## src/cmt_pkg.sv

```systemverilog
// constants, field layouts and carrier types for the compare match timer
// ==========================================
// How it works
// - upper clock field picks lower overflow, prescale or sub-clock quarter
// - lower clock field picks event, prescale or sub-clock quarter
// - counter wrap sets wrap flag bit 7
// - counter equals compare sets match flag bit 6
// - wrap irq enable bit 5 gates overflow
// - clear on match bit 4 zeroes counter
// - upper half counts lower half overflows
// - lower half counts its selected clock ticks
// - sixteen bit compare against sixteen bit counter
// - enable bit 3 passes timer request on
// - pending bit 3 shows a request happened
// - upper byte first, holding byte, read latch
// - reset counter zero, compare all ones, controls zero
// - overflow needs both enables, match needs one
package cmt_pkg;
    localparam logic [15:0] CMT_ADDR_CLKSEL = 16'hFFB6;
    localparam logic [15:0] CMT_ADDR_FLAGS = 16'hFFB7;
    localparam logic [15:0] CMT_ADDR_CNT_HI = 16'hFFB8;
    localparam logic [15:0] CMT_ADDR_CNT_LO = 16'hFFB9;
    localparam logic [15:0] CMT_ADDR_CMP_HI = 16'hFFBA;
    localparam logic [15:0] CMT_ADDR_CMP_LO = 16'hFFBB;
    localparam logic [15:0] CMT_ADDR_IEN2 = 16'hFFF4;
    localparam logic [15:0] CMT_ADDR_INTERRUPT_REQUEST_TWO = 16'hFFF7;
    localparam int CMT_BIT_WRAP = 7;
    localparam int CMT_BIT_MATCH = 6;
    localparam int CMT_BIT_WRAP_IE = 5;
    localparam int CMT_BIT_CLR = 4;
    localparam int CMT_BIT_TIMER_IRQ = 3;
    localparam int CMT_UPPER_SEL_LSB = 4;
    localparam int CMT_LOWER_SEL_LSB = 0;
    localparam logic [15:0] CMT_COUNT_RESET = 16'h0000;
    localparam logic [15:0] CMT_MATCH_RESET = 16'hFFFF;
    localparam logic [7:0] CMT_BYTE_ZERO = 8'h00;
    localparam logic [7:0] CMT_BYTE_ONES = 8'hFF;
    localparam logic [2:0] CMT_SEL_PROHIBITED = 3'h3;
    localparam logic [2:0] CMT_SEL_DIV32 = 3'h4;
    localparam logic [2:0] CMT_SEL_DIV16 = 3'h5;
    localparam logic [2:0] CMT_SEL_DIV4 = 3'h6;
    localparam logic [2:0] CMT_SEL_SUB4 = 3'h7;
    localparam int CMT_PRE_DIV4_BIT = 1;
    localparam int CMT_PRE_DIV16_BIT = 3;
    localparam int CMT_PRE_DIV32_BIT = 4;
    localparam int CMT_PRE_WIDTH = 5;
    localparam int CMT_SUB_WIDTH = 2;
    // one bus access
    typedef struct packed {
        logic [15:0] addr;
        logic [7:0] wdata;
        logic wr;
        logic rd;
    } cmt_bus_type;
endpackage

```

## src/cmt_timer.sv

```systemverilog
// compare match timer: two cascaded 8-bit halves, compare, flags and request
`timescale 1ns/1ns
module cmt_timer
(
    input wire logic clk_i,
    input wire logic sys_rst_i,
    input wire cmt_pkg::cmt_bus_type bus_i,
    output logic [7:0] rdata_o,
    input wire logic sub_clk_i,
    input wire logic event_i,
    output logic irq_o
);
    // ==========================================
    // input synchronisers and edge detect
    logic [2:0] sub_sync;
    logic [2:0] evt_sync;
    logic [cmt_pkg::CMT_SUB_WIDTH-1:0] sub_div;
    logic [cmt_pkg::CMT_PRE_WIDTH-1:0] pre;
    logic [cmt_pkg::CMT_PRE_WIDTH-1:0] pre_prev;
    wire sub_rise = sub_sync[1] & ~sub_sync[2];
    wire evt_rise = evt_sync[1] & ~evt_sync[2];
    wire sub4_tick = sub_rise & (&sub_div);

    always_ff @(posedge clk_i)
    begin
        if (sys_rst_i)
        begin
            sub_sync <= 3'h0;
            evt_sync <= 3'h0;
        end
        else
        begin
            sub_sync <= {sub_sync[1:0], sub_clk_i};
            evt_sync <= {evt_sync[1:0], event_i};
        end
    end

    // prescaler and sub-clock quarter divider
    always_ff @(posedge clk_i)
    begin
        if (sys_rst_i)
        begin
            pre <= '0;
            pre_prev <= '0;
            sub_div <= '0;
        end
        else
        begin
            pre <= pre + 1'b1;
            pre_prev <= pre;
            if (sub_rise)
                sub_div <= sub_div + 1'b1;
        end
    end

    // falling edge of a prescaler bit marks one divided tick
    wire div4_tick = pre_prev[cmt_pkg::CMT_PRE_DIV4_BIT] & ~pre[cmt_pkg::CMT_PRE_DIV4_BIT];
    wire div16_tick = pre_prev[cmt_pkg::CMT_PRE_DIV16_BIT] & ~pre[cmt_pkg::CMT_PRE_DIV16_BIT];
    wire div32_tick = pre_prev[cmt_pkg::CMT_PRE_DIV32_BIT] & ~pre[cmt_pkg::CMT_PRE_DIV32_BIT];

    // ==========================================
    // registers
    logic [7:0] clk_sel;
    logic wrap_flag;
    logic match_flag;
    logic wrap_irq_enable;
    logic clear_on_match;
    logic [7:0] count_upper;
    logic [7:0] count_lower;
    logic [7:0] match_upper;
    logic [7:0] match_lower;
    logic timer_irq_enable;
    logic timer_irq_pending;
    logic [7:0] write_hold;
    logic [7:0] read_hold;

    wire [2:0] upper_sel = clk_sel[cmt_pkg::CMT_UPPER_SEL_LSB +: 3];
    wire [2:0] lower_sel = clk_sel[cmt_pkg::CMT_LOWER_SEL_LSB +: 3];

    // address decode
    wire wr = bus_i.wr;
    wire rd = bus_i.rd;
    wire wr_clksel = wr && (bus_i.addr == cmt_pkg::CMT_ADDR_CLKSEL);
    wire wr_flags = wr && (bus_i.addr == cmt_pkg::CMT_ADDR_FLAGS);
    wire wr_cnt_hi = wr && (bus_i.addr == cmt_pkg::CMT_ADDR_CNT_HI);
    wire wr_cnt_lo = wr && (bus_i.addr == cmt_pkg::CMT_ADDR_CNT_LO);
    wire wr_cmp_hi = wr && (bus_i.addr == cmt_pkg::CMT_ADDR_CMP_HI);
    wire wr_cmp_lo = wr && (bus_i.addr == cmt_pkg::CMT_ADDR_CMP_LO);
    wire wr_ien2 = wr && (bus_i.addr == cmt_pkg::CMT_ADDR_IEN2);
    wire wr_interrupt_request_two = wr && (bus_i.addr == cmt_pkg::CMT_ADDR_INTERRUPT_REQUEST_TWO);
    wire rd_cnt_hi = rd && (bus_i.addr == cmt_pkg::CMT_ADDR_CNT_HI);

    // ==========================================
    // count clock selection
    // lower input select; prohibited code stops it
    wire lower_tick = (lower_sel == cmt_pkg::CMT_SEL_SUB4) ? sub4_tick :
                      (lower_sel == cmt_pkg::CMT_SEL_DIV4) ? div4_tick :
                      (lower_sel == cmt_pkg::CMT_SEL_DIV16) ? div16_tick :
                      (lower_sel == cmt_pkg::CMT_SEL_DIV32) ? div32_tick :
                      (lower_sel == cmt_pkg::CMT_SEL_PROHIBITED) ? 1'b0 : evt_rise;
    wire lower_wrap = lower_tick && (count_lower == cmt_pkg::CMT_BYTE_ONES);
    // upper input select; prohibited code stops it
    wire upper_tick = (upper_sel == cmt_pkg::CMT_SEL_SUB4) ? sub4_tick :
                      (upper_sel == cmt_pkg::CMT_SEL_DIV4) ? div4_tick :
                      (upper_sel == cmt_pkg::CMT_SEL_DIV16) ? div16_tick :
                      (upper_sel == cmt_pkg::CMT_SEL_DIV32) ? div32_tick :
                      (upper_sel == cmt_pkg::CMT_SEL_PROHIBITED) ? 1'b0 : lower_wrap;
    wire upper_wrap = upper_tick && (count_upper == cmt_pkg::CMT_BYTE_ONES);

    // full sixteen bit compare, sampled on the lower count clock
    wire equal = {count_upper, count_lower} == {match_upper, match_lower};
    wire match_evt = lower_tick && equal && !wr_cmp_lo;
    // overflow of the cascade, suppressed by a lower byte write
    wire wrap_evt = upper_wrap && !wr_cnt_lo;
    // overflow gated by wrap enable, match always pends
    wire irq_evt = match_evt || (wrap_evt && wrap_irq_enable);

    // ==========================================
    // counter halves
    always_ff @(posedge clk_i)
    begin
        if (sys_rst_i)
        begin
            count_upper <= cmt_pkg::CMT_COUNT_RESET[15:8];
            count_lower <= cmt_pkg::CMT_COUNT_RESET[7:0];
        end
        // lower write loads upper half from holding byte, lower half from bus data
        else if (wr_cnt_lo)
        begin
            count_upper <= write_hold;
            count_lower <= bus_i.wdata;
        end
        else if (match_evt && clear_on_match)
        begin
            count_upper <= cmt_pkg::CMT_BYTE_ZERO;
            count_lower <= cmt_pkg::CMT_BYTE_ZERO;
        end
        else
        begin
            if (lower_tick)
                count_lower <= count_lower + 1'b1;
            if (upper_tick)
                count_upper <= count_upper + 1'b1;
        end
    end

    // compare registers and byte holding
    always_ff @(posedge clk_i)
    begin
        if (sys_rst_i)
        begin
            match_upper <= cmt_pkg::CMT_MATCH_RESET[15:8];
            match_lower <= cmt_pkg::CMT_MATCH_RESET[7:0];
            write_hold <= cmt_pkg::CMT_BYTE_ZERO;
            read_hold <= cmt_pkg::CMT_BYTE_ZERO;
        end
        else
        begin
            // upper writes park in the holding byte
            if (wr_cnt_hi || wr_cmp_hi)
                write_hold <= bus_i.wdata;
            if (wr_cmp_lo)
            begin
                match_upper <= write_hold;
                match_lower <= bus_i.wdata;
            end
            // reading the upper byte latches the lower
            if (rd_cnt_hi)
                read_hold <= count_lower;
        end
    end

    // control, flags and interrupt registers
    always_ff @(posedge clk_i)
    begin
        if (sys_rst_i)
        begin
            clk_sel <= cmt_pkg::CMT_BYTE_ZERO;
            wrap_flag <= 1'b0;
            match_flag <= 1'b0;
            wrap_irq_enable <= 1'b0;
            clear_on_match <= 1'b0;
            timer_irq_enable <= 1'b0;
            timer_irq_pending <= 1'b0;
        end
        else
        begin
            if (wr_clksel)
                clk_sel <= bus_i.wdata;
            if (wr_flags)
            begin
                wrap_irq_enable <= bus_i.wdata[cmt_pkg::CMT_BIT_WRAP_IE];
                clear_on_match <= bus_i.wdata[cmt_pkg::CMT_BIT_CLR];
            end
            if (wr_ien2)
                timer_irq_enable <= bus_i.wdata[cmt_pkg::CMT_BIT_TIMER_IRQ];
            // wrap flag set wins over a zero write
            if (wrap_evt)
                wrap_flag <= 1'b1;
            else if (wr_flags && !bus_i.wdata[cmt_pkg::CMT_BIT_WRAP])
                wrap_flag <= 1'b0;
            // match flag; cleared by writing zero
            if (match_evt)
                match_flag <= 1'b1;
            else if (wr_flags && !bus_i.wdata[cmt_pkg::CMT_BIT_MATCH])
                match_flag <= 1'b0;
            // pending flag; cleared by writing zero
            if (irq_evt)
                timer_irq_pending <= 1'b1;
            else if (wr_interrupt_request_two && !bus_i.wdata[cmt_pkg::CMT_BIT_TIMER_IRQ])
                timer_irq_pending <= 1'b0;
        end
    end

    // ==========================================
    // read data and request output
    logic [7:0] next_rdata;
    always_comb
    begin
        next_rdata = cmt_pkg::CMT_BYTE_ZERO;
        if (rd)
        begin
            unique case (bus_i.addr)
                cmt_pkg::CMT_ADDR_FLAGS:
                begin
                    next_rdata[cmt_pkg::CMT_BIT_WRAP] = wrap_flag;
                    next_rdata[cmt_pkg::CMT_BIT_MATCH] = match_flag;
                    next_rdata[cmt_pkg::CMT_BIT_WRAP_IE] = wrap_irq_enable;
                    next_rdata[cmt_pkg::CMT_BIT_CLR] = clear_on_match;
                end
                cmt_pkg::CMT_ADDR_CNT_HI: next_rdata = count_upper;
                cmt_pkg::CMT_ADDR_CNT_LO: next_rdata = read_hold;
                cmt_pkg::CMT_ADDR_CMP_HI: next_rdata = match_upper;
                cmt_pkg::CMT_ADDR_CMP_LO: next_rdata = match_lower;
                cmt_pkg::CMT_ADDR_IEN2: next_rdata[cmt_pkg::CMT_BIT_TIMER_IRQ] = timer_irq_enable;
                cmt_pkg::CMT_ADDR_INTERRUPT_REQUEST_TWO: next_rdata[cmt_pkg::CMT_BIT_TIMER_IRQ] = timer_irq_pending;
                default: next_rdata = cmt_pkg::CMT_BYTE_ZERO;
            endcase
        end
    end

    always_ff @(posedge clk_i)
    begin
        if (sys_rst_i)
        begin
            rdata_o <= cmt_pkg::CMT_BYTE_ZERO;
            irq_o <= 1'b0;
        end
        else
        begin
            rdata_o <= next_rdata;
            irq_o <= timer_irq_pending && timer_irq_enable;
        end
    end
endmodule

```

## config.mk

```make
export PLATFORM = sky130hd
export DESIGN_NAME = cmt_timer
export DESIGN_NICKNAME = d
export VERILOG_FILES = /design/src/cmt_pkg.sv /design/src/cmt_timer.sv
export SDC_FILE = /design/constraint.sdc
export NUM_CORES = 1
export LEC_CHECK = 0
export BUFFER_PORTS_ARGS = -buffer_cell sky130_fd_sc_hd__clkbuf_2
export CAP_MARGIN = 20
export CORE_MARGIN = 2
export CORE_UTILIZATION = 40
export CTS_BUF_LIST = sky130_fd_sc_hd__clkbuf_4
export DETAILED_ROUTE_END_ITERATION = 8
export PLACE_DENSITY_LB_ADDON = 0.12
export SETUP_SLACK_MARGIN = 0.15
export SLEW_MARGIN = 10
export SYNTH_ARGS = -nofsm -noshare
export SYNTH_HDL_FRONTEND = slang
export SYNTH_SLANG_ARGS = --single-unit
```

## constraint.sdc

```tcl
create_clock -name clk_i -period 2.4 [get_ports clk_i]
set_input_delay 0.12 -clock clk_i [delete_from_list [all_inputs] [get_ports clk_i]]
set_output_delay 0.12 -clock clk_i [all_outputs]
set_load 0.05 [all_outputs]
```

==> Implementation_results.wiki <==
{| class="wikitable"
! Metric !! Value
|-
| Average wire per standard cell || 17.1 µm
|-
| Reg power frac || about three fifths
|-
| Peak supply drop || 0.208 mV
|-
| Count of input and output buffers || 38
|-
| Power per cell area || ~470 nW/µm²
|-
| Commonest register cell after synthesis || dfxtp_1
|-
| Worst-margin pin slew || around 0.66 ns
|-
| Cell count after synthesis || 453
|-
| Clock sink count || 85
|-
| Data arrival, critical path || 2.58 ns
|-
| 1st-iter DRT viols || between 150 and 200
|-
| Post-route cell area || 5040 µm²
|-
| CP endpoint kind || flip-flop
|-
| Achievable frequency || 446 MHz
|-
| Library cell used as clock root buffer || clkbuf_4
|-
| Antenna Diode Count || 0
|-
| Number of enable-type register cells in the synthesized netlist || 0
|-
| CTS tree || built
|-
| Routability cong. || 0.921
|-
| Nature of the critical path startpoint || flip-flop
|-
| Top fanout value on the critical path || 8
|-
| CP delay by family, top || compound AO/OA/AOI/OAI gates
|-
| Relative area change from synthesis to final layout || 21.9%
|-
| Fraction of registers with async set or reset after synthesis || 0%
|-
| H-tree depth || 3
|-
| Final layout net count || 563
|-
| Via count || 3586
|-
| Pwr Total || 2.35 mW
|-
| Logic pwr share || 6.9%
|-
| Status || finished clean
|-
| Commonest cells after routing, fill and taps aside || dfxtp_1 (76), nor2_1 (43), nand2_1 (42), clkbuf_2 (38), buf_4 (37)
|-
| Finish-stage setup viols || 0
|-
| Initial antenna violation count || 0
|-
| Total cell area at the placement stage || 4660 µm²
|-
| CP required || ~2.7 ns
|-
| Area of the mapped netlist || 4130 µm²
|-
| Number of library cell types mapped by synthesis || 50
|-
| Unrepaired setup endpoints after global routing || true
|-
| Ratio of cells with drive above 1 in the final layout || 24.7%
|-
| Crit path max-delay cell type || a211oi_4
|-
| Pre-Repair DR Iteration Count || 4
|-
| Detailed placer's ending HPWL || 8330 µm
|-
| Top-level port count || 39
|-
| Relative contribution of the clock network to total power || 32.3%
|-
| GR Util All Layers || 20.8%
|-
| Accumulated negative setup slack || 0 ns
|-
| Vertical die dimension || 106 µm
|-
| Worst clock skew || 0.0135 ns
|-
| Power Internal || 1.71 mW
|-
| Overall die width || 106 µm
|-
| Synthesized area per cell || 9.12 µm²
|-
| Number of remaining DRC errors || 0
|-
| Post-CTS clock slew at the launch and capture registers of the worst setup and hold paths || 0.15 ns
|-
| Yosys warns || 0
|-
| Initial core utilization || 40.6%
|-
| Worst-skew pair later-pin latency || 0.45 ns
|-
| CP peak stage delay || 0.53 ns
|-
| Inserted Clock Buffers || 9
|-
| Type of the setup path with the least slack || reg2reg
|-
| Switching share of power || 27.2%
|-
| Maximum count of clock buffers along a single path || 2
|-
| Placeable core region || 10200 µm²
|-
| Leakage power figure || about 2.0 nW
|-
| Total nets after synthesis || 487
|-
| Die outline area || 11200 µm²
|-
| Most common cell after layout, fill and taps aside || dfxtp_1
|-
| Period Utilization, post-route || 93.4%
|-
| Placement Rows || 37
|-
| Post-synthesis sequential element count || 85
|-
| Part of the Yosys area used for sequential elements || 41.2%
|-
| Overflow left after global routing || 0
|-
| Global-route wire length before repair || 17900 µm
|-
| Number of max-capacitance violations reported || 0
|-
| Cell-by-cell trace of the critical path || nor2b_2 > or3b_2 > a21boi_1 > o41ai_4 > a211oi_4 > mux2i_1 > nor2_1
|-
| Post-layout min period || 2.24 ns
|-
| Post-DR vias/cell || 5.35
|-
| Switching power total || 0.639 mW
|-
| Remaining max-slew budget at the tightest pin || 55.5%
|-
| Hold Crit Class || in2reg
|-
| Number of global-route vias before repair || 3457
|-
| CP Buf/Inv Count || 0
|-
| Remaining number of nets flagged by the antenna check after routing || 0
|-
| Maximum number of pins on one net before global-route repair || 61
|-
| Total Wirelength || 11500 µm
|-
| Final hold violation count || 0
|-
| Max-slew violation total from the final report || 0
|}
registers in the layout, indices dropped and copies added, names as in the netlist:
register	cells
evt_sync	3
match_upper	8
pre	5
timer_irq_pending	1
match_lower	8
count_lower	8
read_hold	8
sub_sync	3
timer_irq_enable	1
write_hold	8
sub_div	2
irq_o	1
clk_sel	6
pre_prev	3
count_upper	8
match_flag	1
rdata_o	8
wrap_flag	1
clear_on_match	1
wrap_irq_enable	1
metrics by stage:
stage | worst slack [ns] | hold WS (ns) | util (%) | instances
2_1_floorplan | 0.212 | 0.238 | - | 453
3_3_place_gp | 0.128 | 0.331 | 45.7 | 637
3_5_place_dp | 0.0849 | 0.335 | 45.7 | 637
4_1_cts | 0.155 | 0.00481 | 48.1 | 664
5_1_grt | 0.0715 | 0.0323 | 49.5 | 670
6_report | 0.158 | 0.0270 | 49.5 | 670
worst reg2reg max path: cells and delay by family (launching register included):
family          cells  cell delay [ns]
mux                 1             0.26
flops               1             0.32
simple gates        3             0.64
compound gates      3             0.92
path summary, 6_finish.rpt:
kind	startpoint	slack, ns	end	depth (start not counted)
setup reg to reg	pre_prev[1]	0.16	count_upper[5]	7
setup / recovery	pre_prev[1]	0.16	count_upper[5]	7
hold / removal	bus_i[1]	0.03	wrap_irq_enable	3
hold reg to reg	evt_sync[0]	0.46	evt_sync[1]	1
area by class of cell:
cell class / count / area [µm²]
clock buffer: 9 / 67.6
clock inverter: 7 / 50.0
fill: 995 / 5150
inverter: 6 / 22.5
multi-input combinational: 338 / 2390
sequential: 85 / 1720
tap: 136 / 170
timing repair buffer: 89 / 621
power groups by stage:
stage,Clock [mW],Sequential [mW],Combinational [mW]
finish,0.759,1.43,0.162
global route,0.836,1.43,0.175
CTS,0.783,1.43,0.159
detailed placement,0,1.46,0.143
global placement,0,1.46,0.143
floorplan,0,1.46,0.0761
what timing repair did:
action,4_1_cts,5_1_grt
hold buffers,11,0
buffers inserted,0,6
endpoints found under the hold margin,31,0
gates cloned,0,0
endpoints found under the setup margin,13,19
pin swaps,4,16
resized for setup,6,25
cells by family after synthesis:
kind of cell	count (synthesis)	synth area share [%]
simple gates	200	26.0
mux	34	10.4
compound gates	75	13.0
flops	85	41.2
buf+inv	30	3.00
fa+ha+maj	4	1.21
xor+xnor	25	5.30
synth_stat cells (all sizes together), types with 7 or more instances:
cell / count / area share [%]
clkbuf: 16 / 1.5
and3: 10 / 1.5
nor2: 44 / 4.4
nand3: 26 / 3.1
o21ai: 12 / 1.5
nand3b: 8 / 1.5
a211o: 17 / 3.6
mux2i: 27 / 6.5
a31oi: 7 / 1.1
mux4: 7 / 3.8
a21oi: 21 / 2.5
nor2b: 34 / 5.1
nand2: 43 / 3.9
nor4: 7 / 1.1
xor2: 20 / 4.2
buf: 8 / 1.0
dfxtp: 85 / 41
per-layer routing:
metal	up-vias	GRT usage (%)	wire length [µm]
li1	1771	-	-
met1	1720	25.9	5160
met5	-	0	0
met3	22	3.40	387
met2	73	35.1	5560
met4	0	10.2	344
Power figures use the tool's default switching activity.
